### config.mk
export PLATFORM = sky130hd
export DESIGN_NAME = efsp_sequencer
export DESIGN_NICKNAME = d
export VERILOG_FILES = /design/src/rtl/efsp_pkg.sv /design/src/rtl/efsp_sequencer.sv /design/src/rtl/efsp_op_timer.sv /design/src/rtl/efsp_key_detect.sv
export SDC_FILE = /design/constraint.sdc
export NUM_CORES = 1
export LEC_CHECK = 0
export BUFFER_PORTS_ARGS = -buffer_cell sky130_fd_sc_hd__buf_2
export CORE_UTILIZATION = 35
export CTS_BUF_LIST = sky130_fd_sc_hd__clkbuf_2
export DETAILED_ROUTE_END_ITERATION = 6
export GPL_TIMING_DRIVEN = 1
export PLACE_DENSITY_LB_ADDON = 0.3
export SKIP_LAST_GASP = 1
export SLEW_MARGIN = 10
export SYNTH_ARGS = -nofsm -noshare
export SYNTH_HDL_FRONTEND = slang
export SYNTH_SLANG_ARGS = --single-unit
export TNS_END_PERCENT = 100
### constraint.sdc
create_clock -name clk -period 3.8 [get_ports clk]
set_input_delay 0.76 -clock clk [delete_from_list [all_inputs] [get_ports clk]]
set_output_delay 0.76 -clock clk [all_outputs]
set_load 0.03 [all_outputs]
### src/rtl/efsp_pkg.sv
// package: register map, command codes and timing constants of the sequencer
package efsp_pkg;

  // extended register space byte addresses
  localparam logic [15:0] ADDR_VECTOR_LOW  = 16'h2020;
  localparam logic [15:0] ADDR_VECTOR_HIGH = 16'h2021;
  localparam logic [15:0] ADDR_PROG_HIGH   = 16'h2062;
  localparam logic [15:0] ADDR_PROG_LOW    = 16'h2063;
  localparam logic [15:0] ADDR_PROG_DATA   = 16'h2064;
  localparam logic [15:0] ADDR_PROG_CMD    = 16'h2065;
  localparam logic [15:0] ADDR_ERASE_TIME  = 16'h2066;
  localparam logic [15:0] ADDR_BOOT_STATUS = 16'h2067;

  // values after reset
  localparam logic [7:0] RST_BYTE       = 8'h00;
  localparam logic [4:0] RST_ERASE_TIME = 5'h0a;

  // status register fields
  localparam int STAT_BOOT_BIT = 0;
  localparam int STAT_BUSY_BIT = 1;

  // command codes
  localparam logic [7:0] CMD_ERASE   = 8'h96;
  localparam logic [7:0] CMD_PROGRAM = 8'h69;
  localparam logic [39:0] KEY_ENTER  = 40'h12_34_56_78_9a;
  localparam logic [39:0] KEY_EXIT   = 40'hfe_dc_ba_98_76;

  // array map
  localparam logic [14:0] EEPROM_BLOCK0_BASE = 15'h7e00;
  localparam logic [14:0] EEPROM_BLOCK1_BASE = 15'h7c00;
  localparam logic [14:0] FLASH_LAST_ADDR    = 15'h79ff;
  localparam logic [5:0]  FLASH_PAGE_COUNT   = 6'h3d;

  // timing
  localparam int CLK_PERIOD_NS     = 25;
  localparam int NS_PER_MS         = 1000000;
  localparam int ERASE_BASE_MS     = 20;
  localparam int ERASE_DEFAULT_MS  = 30;
  localparam logic [4:0] ERASE_MAX_SETTING = 5'h14;
  localparam int PROG_TIME_NS      = 62000;
  localparam int CYCLES_PER_MS     = NS_PER_MS / CLK_PERIOD_NS;
  localparam int PROG_CYCLES       =
    (PROG_TIME_NS + CLK_PERIOD_NS - 1) / CLK_PERIOD_NS;

  // sequencer states
  typedef enum logic [1:0] {
    ST_IDLE    = 2'b00,
    ST_ERASE   = 2'b01,
    ST_PROGRAM = 2'b10
  } efsp_state_t;

endpackage

### src/rtl/efsp_sequencer.sv
// self-programming sequencer for data eeprom and boot-upgrade flash
// Summary of operation
// - eeprom is last 1 KB of array
// - two 512-byte blocks, erase clears block
// - high bit1 picks block, bit0 extends address
// - erase lasts 20 ms plus setting, else 30
// - byte program always lasts 62 us
// - command 0x96 erases addressed page
// - command 0x69 programs data byte at address
// - eeprom operation idles cpu until done
// - flash operation stops system clock until done
// - five-byte key enters boot-upgrade mode
// - five-byte key leaves boot-upgrade mode
// - full write protection refuses mode entry
// - upgrade flag shows boot-upgrade mode
// - upgrade address spans 0x0000 to 0x79ff
// - upgrade erase clears one 512-byte page
// - protected pages never erased or programmed
// - vector offset held in two byte registers
// - command at 0x2065, erase time 0x2066
`timescale 1ns/1ps
`default_nettype none
module efsp_sequencer
  import efsp_pkg::*;
#(
  parameter int CYCLES_PER_MS_P = CYCLES_PER_MS
) (
  // clock and reset
  input  wire logic        clk,
  input  wire logic        reset,
  // extended register bus
  input  wire logic [15:0] busAddr,
  input  wire logic [7:0]  busWrData,
  input  wire logic        busWrite,
  input  wire logic        busRead,
  output logic      [7:0]  busRdData,
  // write protection configuration
  input  wire logic [5:0]  wpPageCfg,
  // nonvolatile array
  output logic             nvmErase,
  output logic             nvmProgram,
  output logic      [14:0] nvmAddr,
  output logic      [7:0]  nvmData,
  // core control
  output logic             cpuIdle,
  output logic             sysClkStop,
  output logic      [15:0] vectorOffset,
  output logic             bootUpgradeFlag
);

  efsp_state_t state;
  efsp_state_t next_state;
  logic [7:0]  progHigh, progLow, progData, progCmd;
  logic [4:0]  eraseTime;
  logic [7:0]  next_progHigh, next_progLow, next_progData, next_progCmd;
  logic [4:0]  next_eraseTime;
  logic [15:0] next_vectorOffset;
  logic [7:0]  next_busRdData;
  logic        next_bootUpgradeFlag;
  logic [14:0] next_nvmAddr;
  logic [7:0]  next_nvmData;
  logic        opBoot, next_opBoot;
  logic        cmdWrite;
  logic        enterMatch, exitMatch;
  logic        fullProtect, pageProtect;
  logic [14:0] eepromAddr, flashAddr;
  logic        addrAllowed;
  logic        startErase, startProgram;
  logic [31:0] eraseMs, eraseCycles, timerLoad;
  logic        opDone;

  assign cmdWrite = busWrite && (busAddr == ADDR_PROG_CMD);

  // unlock sequence detectors
  efsp_key_detect #(.KEY(KEY_ENTER)) u_enter (
    .clk(clk), .reset(reset), .cmdWrite(cmdWrite), .cmdByte(busWrData),
    .matched(enterMatch)
  );

  efsp_key_detect #(.KEY(KEY_EXIT)) u_exit (
    .clk(clk), .reset(reset), .cmdWrite(cmdWrite), .cmdByte(busWrData),
    .matched(exitMatch)
  );

  // address forming and protection checks
  always_comb begin
    eepromAddr = (progHigh[1] ? EEPROM_BLOCK1_BASE : EEPROM_BLOCK0_BASE)
                 | {6'h00, progHigh[0], progLow};
    flashAddr  = {progHigh[6:0], progLow};
    fullProtect = (wpPageCfg >= FLASH_PAGE_COUNT);
    pageProtect = (flashAddr[14:9] < wpPageCfg);
    addrAllowed = !bootUpgradeFlag
                  || (!pageProtect && flashAddr <= FLASH_LAST_ADDR);
  end

  // erase length from the setting, byte program fixed
  always_comb begin
    if (eraseTime <= ERASE_MAX_SETTING) begin
      eraseMs = 32'(ERASE_BASE_MS) + 32'(eraseTime);
    end else begin
      eraseMs = 32'(ERASE_DEFAULT_MS);
    end
    eraseCycles = eraseMs * 32'(CYCLES_PER_MS_P);
    timerLoad   = startErase ? eraseCycles : 32'(PROG_CYCLES);
  end

  // command decode, only while idle
  always_comb begin
    startErase   = cmdWrite && (state == ST_IDLE) && addrAllowed
                   && (busWrData == CMD_ERASE);
    startProgram = cmdWrite && (state == ST_IDLE) && addrAllowed
                   && (busWrData == CMD_PROGRAM);
  end

  efsp_op_timer #(.WIDTH(32)) u_timer (
    .clk(clk), .reset(reset), .start(startErase || startProgram),
    .loadCount(timerLoad), .done(opDone)
  );

  // operation state, array address and data
  always_comb begin
    next_state   = state;
    next_nvmAddr = nvmAddr;
    next_nvmData = nvmData;
    next_opBoot  = opBoot;
    unique case (state)
      ST_IDLE: begin
        if (startErase || startProgram) begin
          next_opBoot = bootUpgradeFlag;
          next_nvmData = progData;
          if (bootUpgradeFlag) begin
            next_nvmAddr = flashAddr;
          end else begin
            next_nvmAddr = eepromAddr;
          end
          if (startErase) begin
            next_state = ST_ERASE;
            next_nvmAddr[8:0] = 9'h000;
          end else begin
            next_state = ST_PROGRAM;
          end
        end
      end
      ST_ERASE, ST_PROGRAM: begin
        if (opDone) begin
          next_state = ST_IDLE;
        end
      end
      default: begin
        next_state = ST_IDLE;
      end
    endcase
  end

  // boot-upgrade mode flag
  always_comb begin
    next_bootUpgradeFlag = bootUpgradeFlag;
    if (exitMatch) begin
      next_bootUpgradeFlag = 1'b0;
    end else if (enterMatch && !fullProtect) begin
      next_bootUpgradeFlag = 1'b1;
    end
  end

  // register writes
  always_comb begin
    next_progHigh     = progHigh;
    next_progLow      = progLow;
    next_progData     = progData;
    next_progCmd      = progCmd;
    next_eraseTime    = eraseTime;
    next_vectorOffset = vectorOffset;
    if (busWrite) begin
      unique case (busAddr)
        ADDR_VECTOR_LOW:  next_vectorOffset[7:0]  = busWrData;
        ADDR_VECTOR_HIGH: next_vectorOffset[15:8] = busWrData;
        ADDR_PROG_HIGH:   next_progHigh  = busWrData;
        ADDR_PROG_LOW:    next_progLow   = busWrData;
        ADDR_PROG_DATA:   next_progData  = busWrData;
        ADDR_PROG_CMD:    next_progCmd   = busWrData;
        ADDR_ERASE_TIME:  next_eraseTime = busWrData[4:0];
        default: ;
      endcase
    end
  end

  // read data, unmapped reads as zero
  always_comb begin
    next_busRdData = busRdData;
    if (busRead) begin
      unique case (busAddr)
        ADDR_VECTOR_LOW:  next_busRdData = vectorOffset[7:0];
        ADDR_VECTOR_HIGH: next_busRdData = vectorOffset[15:8];
        ADDR_PROG_HIGH:   next_busRdData = progHigh;
        ADDR_PROG_LOW:    next_busRdData = progLow;
        ADDR_PROG_DATA:   next_busRdData = progData;
        ADDR_PROG_CMD:    next_busRdData = progCmd;
        ADDR_ERASE_TIME:  next_busRdData = {3'h0, eraseTime};
        ADDR_BOOT_STATUS: begin
          next_busRdData = 8'h00;
          next_busRdData[STAT_BOOT_BIT] = bootUpgradeFlag;
          next_busRdData[STAT_BUSY_BIT] = (state != ST_IDLE);
        end
        default:          next_busRdData = 8'h00;
      endcase
    end
  end

  // state registers
  always_ff @(posedge clk) begin
    if (reset) begin
      state           <= ST_IDLE;
      progHigh        <= RST_BYTE;
      progLow         <= RST_BYTE;
      progData        <= RST_BYTE;
      progCmd         <= RST_BYTE;
      eraseTime       <= RST_ERASE_TIME;
      vectorOffset    <= {RST_BYTE, RST_BYTE};
      busRdData       <= RST_BYTE;
      bootUpgradeFlag <= 1'b0;
      nvmAddr         <= 15'h0000;
      nvmData         <= RST_BYTE;
      opBoot          <= 1'b0;
      nvmErase        <= 1'b0;
      nvmProgram      <= 1'b0;
      cpuIdle         <= 1'b0;
      sysClkStop      <= 1'b0;
    end else begin
      state           <= next_state;
      progHigh        <= next_progHigh;
      progLow         <= next_progLow;
      progData        <= next_progData;
      progCmd         <= next_progCmd;
      eraseTime       <= next_eraseTime;
      vectorOffset    <= next_vectorOffset;
      busRdData       <= next_busRdData;
      bootUpgradeFlag <= next_bootUpgradeFlag;
      nvmAddr         <= next_nvmAddr;
      nvmData         <= next_nvmData;
      opBoot          <= next_opBoot;
      nvmErase        <= (next_state == ST_ERASE);
      nvmProgram      <= (next_state == ST_PROGRAM);
      cpuIdle    <= (next_state != ST_IDLE) && !next_opBoot;
      sysClkStop <= (next_state != ST_IDLE) && next_opBoot;
    end
  end

  // helper: length of the running operation and its expected length
  logic [31:0] opCycles, expectCycles;
  always_ff @(posedge clk) begin
    if (reset) begin
      opCycles     <= 32'h0;
      expectCycles <= 32'h0;
    end else begin
      opCycles <= (nvmErase || nvmProgram) ? opCycles + 32'h1 : 32'h0;
      if (startErase || startProgram) begin
        expectCycles <= timerLoad;
      end
    end
  end

  property p_program_time;
    @(posedge clk) disable iff (reset)
      $fell(nvmProgram) |-> opCycles == 32'(PROG_CYCLES);
  endproperty
  a_program_time: assert property (p_program_time)
    else $error("byte program length wrong");
  property p_erase_time;
    @(posedge clk) disable iff (reset)
      $fell(nvmErase) |-> opCycles == expectCycles;
  endproperty
  a_erase_time: assert property (p_erase_time)
    else $error("erase length wrong");
  property p_enter_mode;
    @(posedge clk) disable iff (reset)
      enterMatch && !exitMatch && !fullProtect |=> bootUpgradeFlag;
  endproperty
  a_enter_mode: assert property (p_enter_mode)
    else $error("entry key did not set upgrade flag");
  property p_refuse_entry;
    @(posedge clk) disable iff (reset)
      !bootUpgradeFlag && fullProtect |=> !bootUpgradeFlag;
  endproperty
  a_refuse_entry: assert property (p_refuse_entry)
    else $error("mode entered under full protection");
  property p_exit_mode;
    @(posedge clk) disable iff (reset)
      exitMatch |=> !bootUpgradeFlag;
  endproperty
  a_exit_mode: assert property (p_exit_mode)
    else $error("exit key did not clear upgrade flag");
  property p_cpu_idle;
    @(posedge clk) disable iff (reset)
      $rose(nvmErase || nvmProgram) && !opBoot |-> cpuIdle && !sysClkStop;
  endproperty
  a_cpu_idle: assert property (p_cpu_idle)
    else $error("cpu not idled for eeprom operation");
  property p_clk_stop;
    @(posedge clk) disable iff (reset)
      $rose(nvmErase || nvmProgram) && opBoot
        |-> sysClkStop ##1 (sysClkStop == (nvmErase || nvmProgram));
  endproperty
  a_clk_stop: assert property (p_clk_stop)
    else $error("clock not stopped for flash operation");
  property p_eeprom_region;
    @(posedge clk) disable iff (reset)
      $rose(nvmErase || nvmProgram) && !opBoot |-> nvmAddr[14:10] == 5'h1f;
  endproperty
  a_eeprom_region: assert property (p_eeprom_region)
    else $error("eeprom operation outside last kilobyte");
  property p_other_cmd;
    @(posedge clk) disable iff (reset)
      cmdWrite && state == ST_IDLE && busWrData != CMD_ERASE
        && busWrData != CMD_PROGRAM |=> state == ST_IDLE;
  endproperty
  a_other_cmd: assert property (p_other_cmd)
    else $error("unknown command started an operation");
  property p_protected;
    @(posedge clk) disable iff (reset)
      cmdWrite && bootUpgradeFlag && pageProtect |=> !$rose(nvmErase)
        && !$rose(nvmProgram);
  endproperty
  a_protected: assert property (p_protected)
    else $error("protected flash page touched");

endmodule
`default_nettype wire

### src/rtl/efsp_op_timer.sv
// down-counter that times one nonvolatile operation
`timescale 1ns/1ps
`default_nettype none
module efsp_op_timer
  import efsp_pkg::*;
#(
  parameter int WIDTH = 32
) (
  // clock and reset
  input  wire logic             clk,
  input  wire logic             reset,
  // control
  input  wire logic             start,
  input  wire logic [WIDTH-1:0] loadCount,
  // status
  output logic                  done
);

  logic [WIDTH-1:0] count;
  logic [WIDTH-1:0] next_count;

  // load on start, then count down to zero
  always_comb begin
    next_count = count;
    if (start) begin
      next_count = loadCount;
    end else if (count != '0) begin
      next_count = count - WIDTH'(1);
    end
  end

  always_ff @(posedge clk) begin
    if (reset) begin
      count <= '0;
    end else begin
      count <= next_count;
    end
  end

  assign done = (count == WIDTH'(1));  // last cycle of the operation

endmodule
`default_nettype wire

### src/rtl/efsp_key_detect.sv
// detector for one five-byte unlock sequence on the command register
`timescale 1ns/1ps
`default_nettype none
module efsp_key_detect
  import efsp_pkg::*;
#(
  parameter logic [39:0] KEY = 40'h0
) (
  // clock and reset
  input  wire logic       clk,
  input  wire logic       reset,
  // command writes
  input  wire logic       cmdWrite,
  input  wire logic [7:0] cmdByte,
  // result
  output logic            matched
);

  logic [2:0] index;
  logic [2:0] next_index;
  logic       next_matched;
  logic [7:0] expected;

  // byte expected next, first byte sent first
  always_comb begin
    unique case (index)
      3'h0:    expected = KEY[39:32];
      3'h1:    expected = KEY[31:24];
      3'h2:    expected = KEY[23:16];
      3'h3:    expected = KEY[15:8];
      default: expected = KEY[7:0];
    endcase
  end

  // advance on match, restart on any other byte
  always_comb begin
    next_index   = index;
    next_matched = 1'b0;
    if (cmdWrite) begin
      if (cmdByte == expected) begin
        if (index == 3'h4) begin
          next_index   = 3'h0;
          next_matched = 1'b1;
        end else begin
          next_index = index + 3'h1;
        end
      end else if (cmdByte == KEY[39:32]) begin
        next_index = 3'h1;
      end else begin
        next_index = 3'h0;
      end
    end
  end

  always_ff @(posedge clk) begin
    if (reset) begin
      index   <= 3'h0;
      matched <= 1'b0;
    end else begin
      index   <= next_index;
      matched <= next_matched;
    end
  end

endmodule
`default_nettype wire

Yosys cells after proc, flatten, opt, wreduce, memory -nomap -nowiden
Index checks and enable logic that the tools add are counted.
{ "word_totals": {"regBits": 132, "input_bits": 34, "wordCells": 120} }
{ "classes": {"addsub": 4, "n_mul": 1, "n_lt_le_gt_ge": 4, "eq_ne": 27, "muxes": 24, "bitwise_logic": 4, "reduce_logical": 34} }
{ "op_table": {"columns": ["operator", "count"], "rows": [
  ["$eq 16x14->1 const B", 8],
  ["$mux 32", 3],
  ["$pmux 8 s4", 2],
  ["$pmux 8 s8", 1],
  ["$eq 32x1->1 const B", 1],
  ["$mul 32x10->26 const B", 1],
  ["$reduce_bool 32->1", 1],
  ["$sub 32x1->32 const B", 1],
  ["$eq 8x8->1", 2],
  ["$eq 8x8->1 const B", 2],
  ["$reduce_and 2->1", 8],
  ["$le 15x15->1 const B", 1],
  ["$mux 15", 1],
  ["$or 15x9->15", 1],
  ["$eq 3x2->1 const B", 4],
  ["$mux 3", 4],
  ["$mux 10", 1],
  ["$logic_and 1x1->1", 9],
  ["$mux 9", 1],
  ["$eq 8x5->1 const B", 1],
  ["$eq 8x7->1 const B", 1],
  ["$add 3x1->3 const B", 2],
  ["$add 5x5->6 const A", 1],
  ["$eq 3x1->1 const B", 2],
  ["other kinds (18)", 39]
]} }

Longest topological paths before layout
{ "logic_depth": {"word_depth": 11, "ltp_mapped": 18} }

Cells and area by module
From an unflattened synthesis, not the netlist that was laid out.
{ "unflattened": {"hier_cells": 893, "area_unflattened_um2": 7689.9} }
{ "by_module_without_submodules": {"columns": ["mod", "instances", "cells_per_inst", "area_each_um2", "seq_area_each_um2"], "rows": [
  ["efsp_sequencer", 1, 586, 5039.8, 1841.8],
  ["efsp_op_timer", 1, 216, 1884.3, 640.6],
  ["efsp_key_detect (u_enter)", 1, 49, 415.4, 80.1],
  ["efsp_key_detect (u_exit)", 1, 42, 350.3, 80.1]
]} }

Least setup slack after synthesis
No wires, ideal clock.
{ "synth_timing": {"kind": "reg-to-reg", "startpoint": "register eraseTime[3]", "endpoint": "register u_timer.count[20]", "setup_time_ns": 0.128, "arrival_ns": 3.626, "t_required_ns": 3.672, "path_slack_ns": 0.046, "stages_incl_launch_ff": 15, "synth_period_minus_slack_ns": 3.754, "path_cell_list": "dfxtp_1 -> inv_1 -> ha_1 -> a21oi_1 -> nor2_1 -> mux2i_1 -> fa_1 -> fa_1 -> ha_1 -> ha_1 -> or4_1 -> o2bb2ai_1 -> xnor2_1 -> a22oi_1 -> nor2_1"} }
{ "synth_via": {"elab_chain_len": 5, "word_cells_on_any_way": 6} }
{ "synth_lines": {"columns": ["element", "line_no", "source"], "rows": [
  ["start: declaration", "efsp_sequencer.sv:54", "logic [4:0] eraseTime;"],
  ["start signal: assignment", "efsp_sequencer.sv:234", "eraseTime <= next_eraseTime;"],
  ["$add 5x5->6 or $le 5x5->1 (tied branches)", "efsp_sequencer.sv:99, efsp_sequencer.sv:98", null],
  ["$mux 6 *", "efsp_sequencer.sv:98", "if (eraseTime <= ERASE_MAX_SETTING) begin"],
  ["$mul 32x10->26 *", "efsp_sequencer.sv:103", "eraseCycles = eraseMs * 32'(CYCLES_PER_MS_P);"],
  ["$mux 32 *", "efsp_sequencer.sv:104", "timerLoad = startErase ? eraseCycles : 32'(PROG_CYCLES);"],
  ["$mux 32 *", "efsp_op_timer.sv:25", "if (start) begin"],
  ["end signal: assignment", "efsp_op_timer.sv:36", "count <= next_count;"],
  ["end: declaration", "efsp_op_timer.sv:19", "logic [WIDTH-1:0] count;"]
]} }
Mark *: on every way between the ends. The rest lies on a longest branch, timed or not.
A chain may end at the register's enable or synchronous reset.

Worst setup path after layout
{ "layout_timing": {"startpoint": "register eraseTime[2]", "endpoint": "register u_timer.count[18]"} }
The elaborated chain is that of the path after synthesis.

==> results.toml <==
[outcome]
status = "finished, final reports clean"

[logic_synthesis]
synthAdderAreaFrac = 0.0933
yosys.area.top_type = "dfxtp_1"
yosysWarnings = 0
synth-async-reset-ratio = 0
synth_seq_area_share = 0.364
synth_top_family_by_area = "simple AND/OR/NAND/NOR gates"
ys_ff_latch = 132
synthSimpleGateAreaFrac = 0.262
syn-cell-area_sq_mm = 0.00727
synthTopCellsByArea = "dfxtp_1, ha_1, nand2_1"
syn_avg_cell_area_sq_um = 8.27
synth_edf_count = 0
muxShareOfSynthArea = 0.0517
yosysMostFrequentCell = "dfxtp_1"
synth_nets = 963
synth_xor_area_frac = 0.0422
postSynthCellCount = 879
synth_flop_cell = "dfxtp_1"
yosys-top-cells-count = "dfxtp_1, nand2_1, nor2_1"
synth-compound-area-share = 0.141
synth_top_area_frac = 0.364
synth.distinct_cells = 72

[cells_and_area]
fill_cells = 2095
layout.nets = 1048
drive_above_1_share = 0.181
diodes = 0
area_delta_synth_final_pct = 15.4
final_core_util = 0.413

[sta]
slew_violations = 0
rsz0062_at_grt = "yes"
max_freq_mhz = 274
slew_headroom = 0.309
layout_min_cycle_time_ns = 3.65
setup_violations = 0
clock_skew_ns = 0.0414
hold_viol = 0
period_share = 0.960
worst_slew_pin_slew_ns = 1.03

[critical_path]
path_cells = "ha_1 > a21oi_2 > nand2_1 > and2_4 > fa_1 > inv_1 > fa_1 > inv_1 > ha_1 > fa_2 > a21oi_2 > o211ai_1 > a21oi_1 > xnor2_1 > a2bb2oi_1 > o22ai_1"
crit_type = "flop to flop"
crit_path_max_incr_delay_ns = 0.54
path_buf_inv = 2
crit_arrival_ns = 4.21
crit_family = "adder cells"
worstPathRequired_ns = 4.37
start_kind = "flop"
worst_path_max_delay_cell = "fa_1"
critPathMaxFanout = 6
end_kind = "flop"

[power]
switchingPower_mw = 1.49
p_comb_frac = 0.337
peakVddDrop_mv = 0.254
total_power_mw = 3.77
sw_frac_of_total = 0.395
p_per_area_mw_per_mm2 = 450
clockPowerShare = 0.223
p_leak_nw = 3.46
pwr-share-seq = 0.441
p_int_mw = 2.28

[cts]
cts-root-buf = "clkbuf_2"
cts_tree = "done"
clk_pin_slew_ns = 0.24
htree_levels = 4
cts.sinks = 132
clk-insertion-delay-late_ns = 0.74
clockBufferDepth = 2
numCtsBuffers = 17

[route]
postRouteAntennaNets = 0
vias = 6707
drc = 0
wirelength_um = 20600
via_per_inst = 5.38
avgRoutedWirePerCell_um = 16.6
drtIter0Drc = 409
detail_route.first_pass.iterations = 5

[grt]
grt_overflow = 0
grt_antenna_before_repair = 0
grtUsageTotal = 0.196
grt_max_degree = 67
grt_pass1_vias = 6391
grt_pass1_wl_um = 33200

[min_path]
hold_class = "input pin to flop"

[floorplanning]
rows = 52
die_h_um = 146
die-area_sq_mm = 0.0213
io_pins = 86
die_w_um = 146
fp.coreArea_sq_mm = 0.0203
start_util = 0.358

[placed_design]
gp_congestion = 0.843
numPortBuffers = 85
dp_hpwl_um = 14800

[job]
drv_cap = 0
-- through the flow --
step	cell area, sq um	cells	setup WS, ns	hold WS, ns	setup TNS (ns)
2_1_floorplan	7270	879	0.0460	0.376	0
3_3_place_gp	8060	1213	-0.000903	0.381	-0.000903
3_5_place_dp	8060	1213	-0.0949	0.389	-0.206
4_1_cts	8300	1245	0.00652	0.324	0
5_1_grt	8380	1247	-0.00614	0.301	-0.00909
6_report	8380	1247	0.153	0.387	0
-- worst register-to-register path, cell delays in order, from the launching register on --
cell and delay [ns]:
dfxtp_4 0.41, ha_1 0.20, a21oi_2 0.17, nand2_1 0.11, and2_4 0.18, fa_1 0.47
inv_1 0.05, fa_1 0.54, inv_1 0.04, ha_1 0.22, fa_2 0.36, a21oi_2 0.16
o211ai_1 0.12, a21oi_1 0.17, xnor2_1 0.08, a2bb2oi_1 0.12, o22ai_1 0.09
-- layer usage --
layer  GRT usage  vias up  part of all wire
met5           0        -                 0
met4      0.0495        0             0.011
li1            -     3286                 -
met2       0.329      184              0.48
met3      0.0394       20             0.051
met1       0.256     3217              0.46
-- registers in the layout, summed over array words and instances (netlist names) --
register / count
sysClkStop: 1
nvmData: 8
u_timer.count: 32
state: 2
u_enter.index: 3
nvmAddr: 15
bootUpgradeFlag: 1
nvmProgram: 1
progData: 8
progCmd: 8
u_exit.index: 3
cpuIdle: 1
busRdData: 8
vectorOffset: 16
nvmErase: 1
progHigh: 8
u_exit.matched: 1
eraseTime: 5
progLow: 8
opBoot: 1
u_enter.matched: 1
-- cells by family (layout without fill, tap and decap cells) --
kind of cell | after synthesis | after routing
buf+inv | 84 | 182
xor+xnor | 35 | 35
flops | 132 | 132
compound gates | 157 | 157
mux | 36 | 36
fa+ha+maj | 50 | 50
simple gates | 385 | 385
-- power by group through the flow --
stage          Clock (mW)  Combinational [mW]  Sequential, mW
6_report            0.839                1.27            1.66
5_1_grt             0.921                1.43            1.68
4_1_cts             0.860                1.27            1.66
3_5_place_dp            0                1.26            1.69
2_1_floorplan           0                1.00            1.66
3_3_place_gp            0                1.25            1.69
-- repair_timing --
| item | in CTS | in global routing |
|---|---|---|
| pin swaps | 0 | 10 |
| hold buffers | 0 | 0 |
| gates cloned | 0 | 0 |
| setup buffers | 0 | 2 |
| endpoints found under the setup margin | 4 | 6 |
| resized for setup | 4 | 11 |
-- worst paths after layout --
kind                       start           endpoint  slack [ns]  cells after the start
setup / recovery    eraseTime[2]  u_timer.count[18]        0.15                     16
hold / removal      busWrData[0]    vectorOffset[8]        0.39                      3
setup reg to reg    eraseTime[2]  u_timer.count[18]        0.15                     16
hold reg to reg   u_exit.matched    bootUpgradeFlag        0.41                      1
-- layout by cell type (no fill, tap or decap), drive strengths merged, types with 8 or more instances in the layout --
cell / instances
dfxtp: 132
nand2: 120
buf: 118
nor2: 91
a21oi: 66
ha: 43
inv: 39
nand3: 36
mux2i: 33
nor3: 32
xnor2: 28
nor4: 23
o21ai: 19
clkbuf: 17
a22oi: 15
or3: 10
and2: 9
nand4: 8
nor4b: 8
a211oi: 8
-- layout make-up --
class	count	area (sq um)	share of cell area
sequential	132	2650	0.316
clock inverter	15	144	0.0172
timing repair buffer	118	676	0.0806
inverter	32	120	0.0143
tap	270	338	0.0403
clock buffer	17	85.1	0.0101
multi-input combinational	663	4370	0.522
No activity file was read; power rests on OpenSTA's default activity.
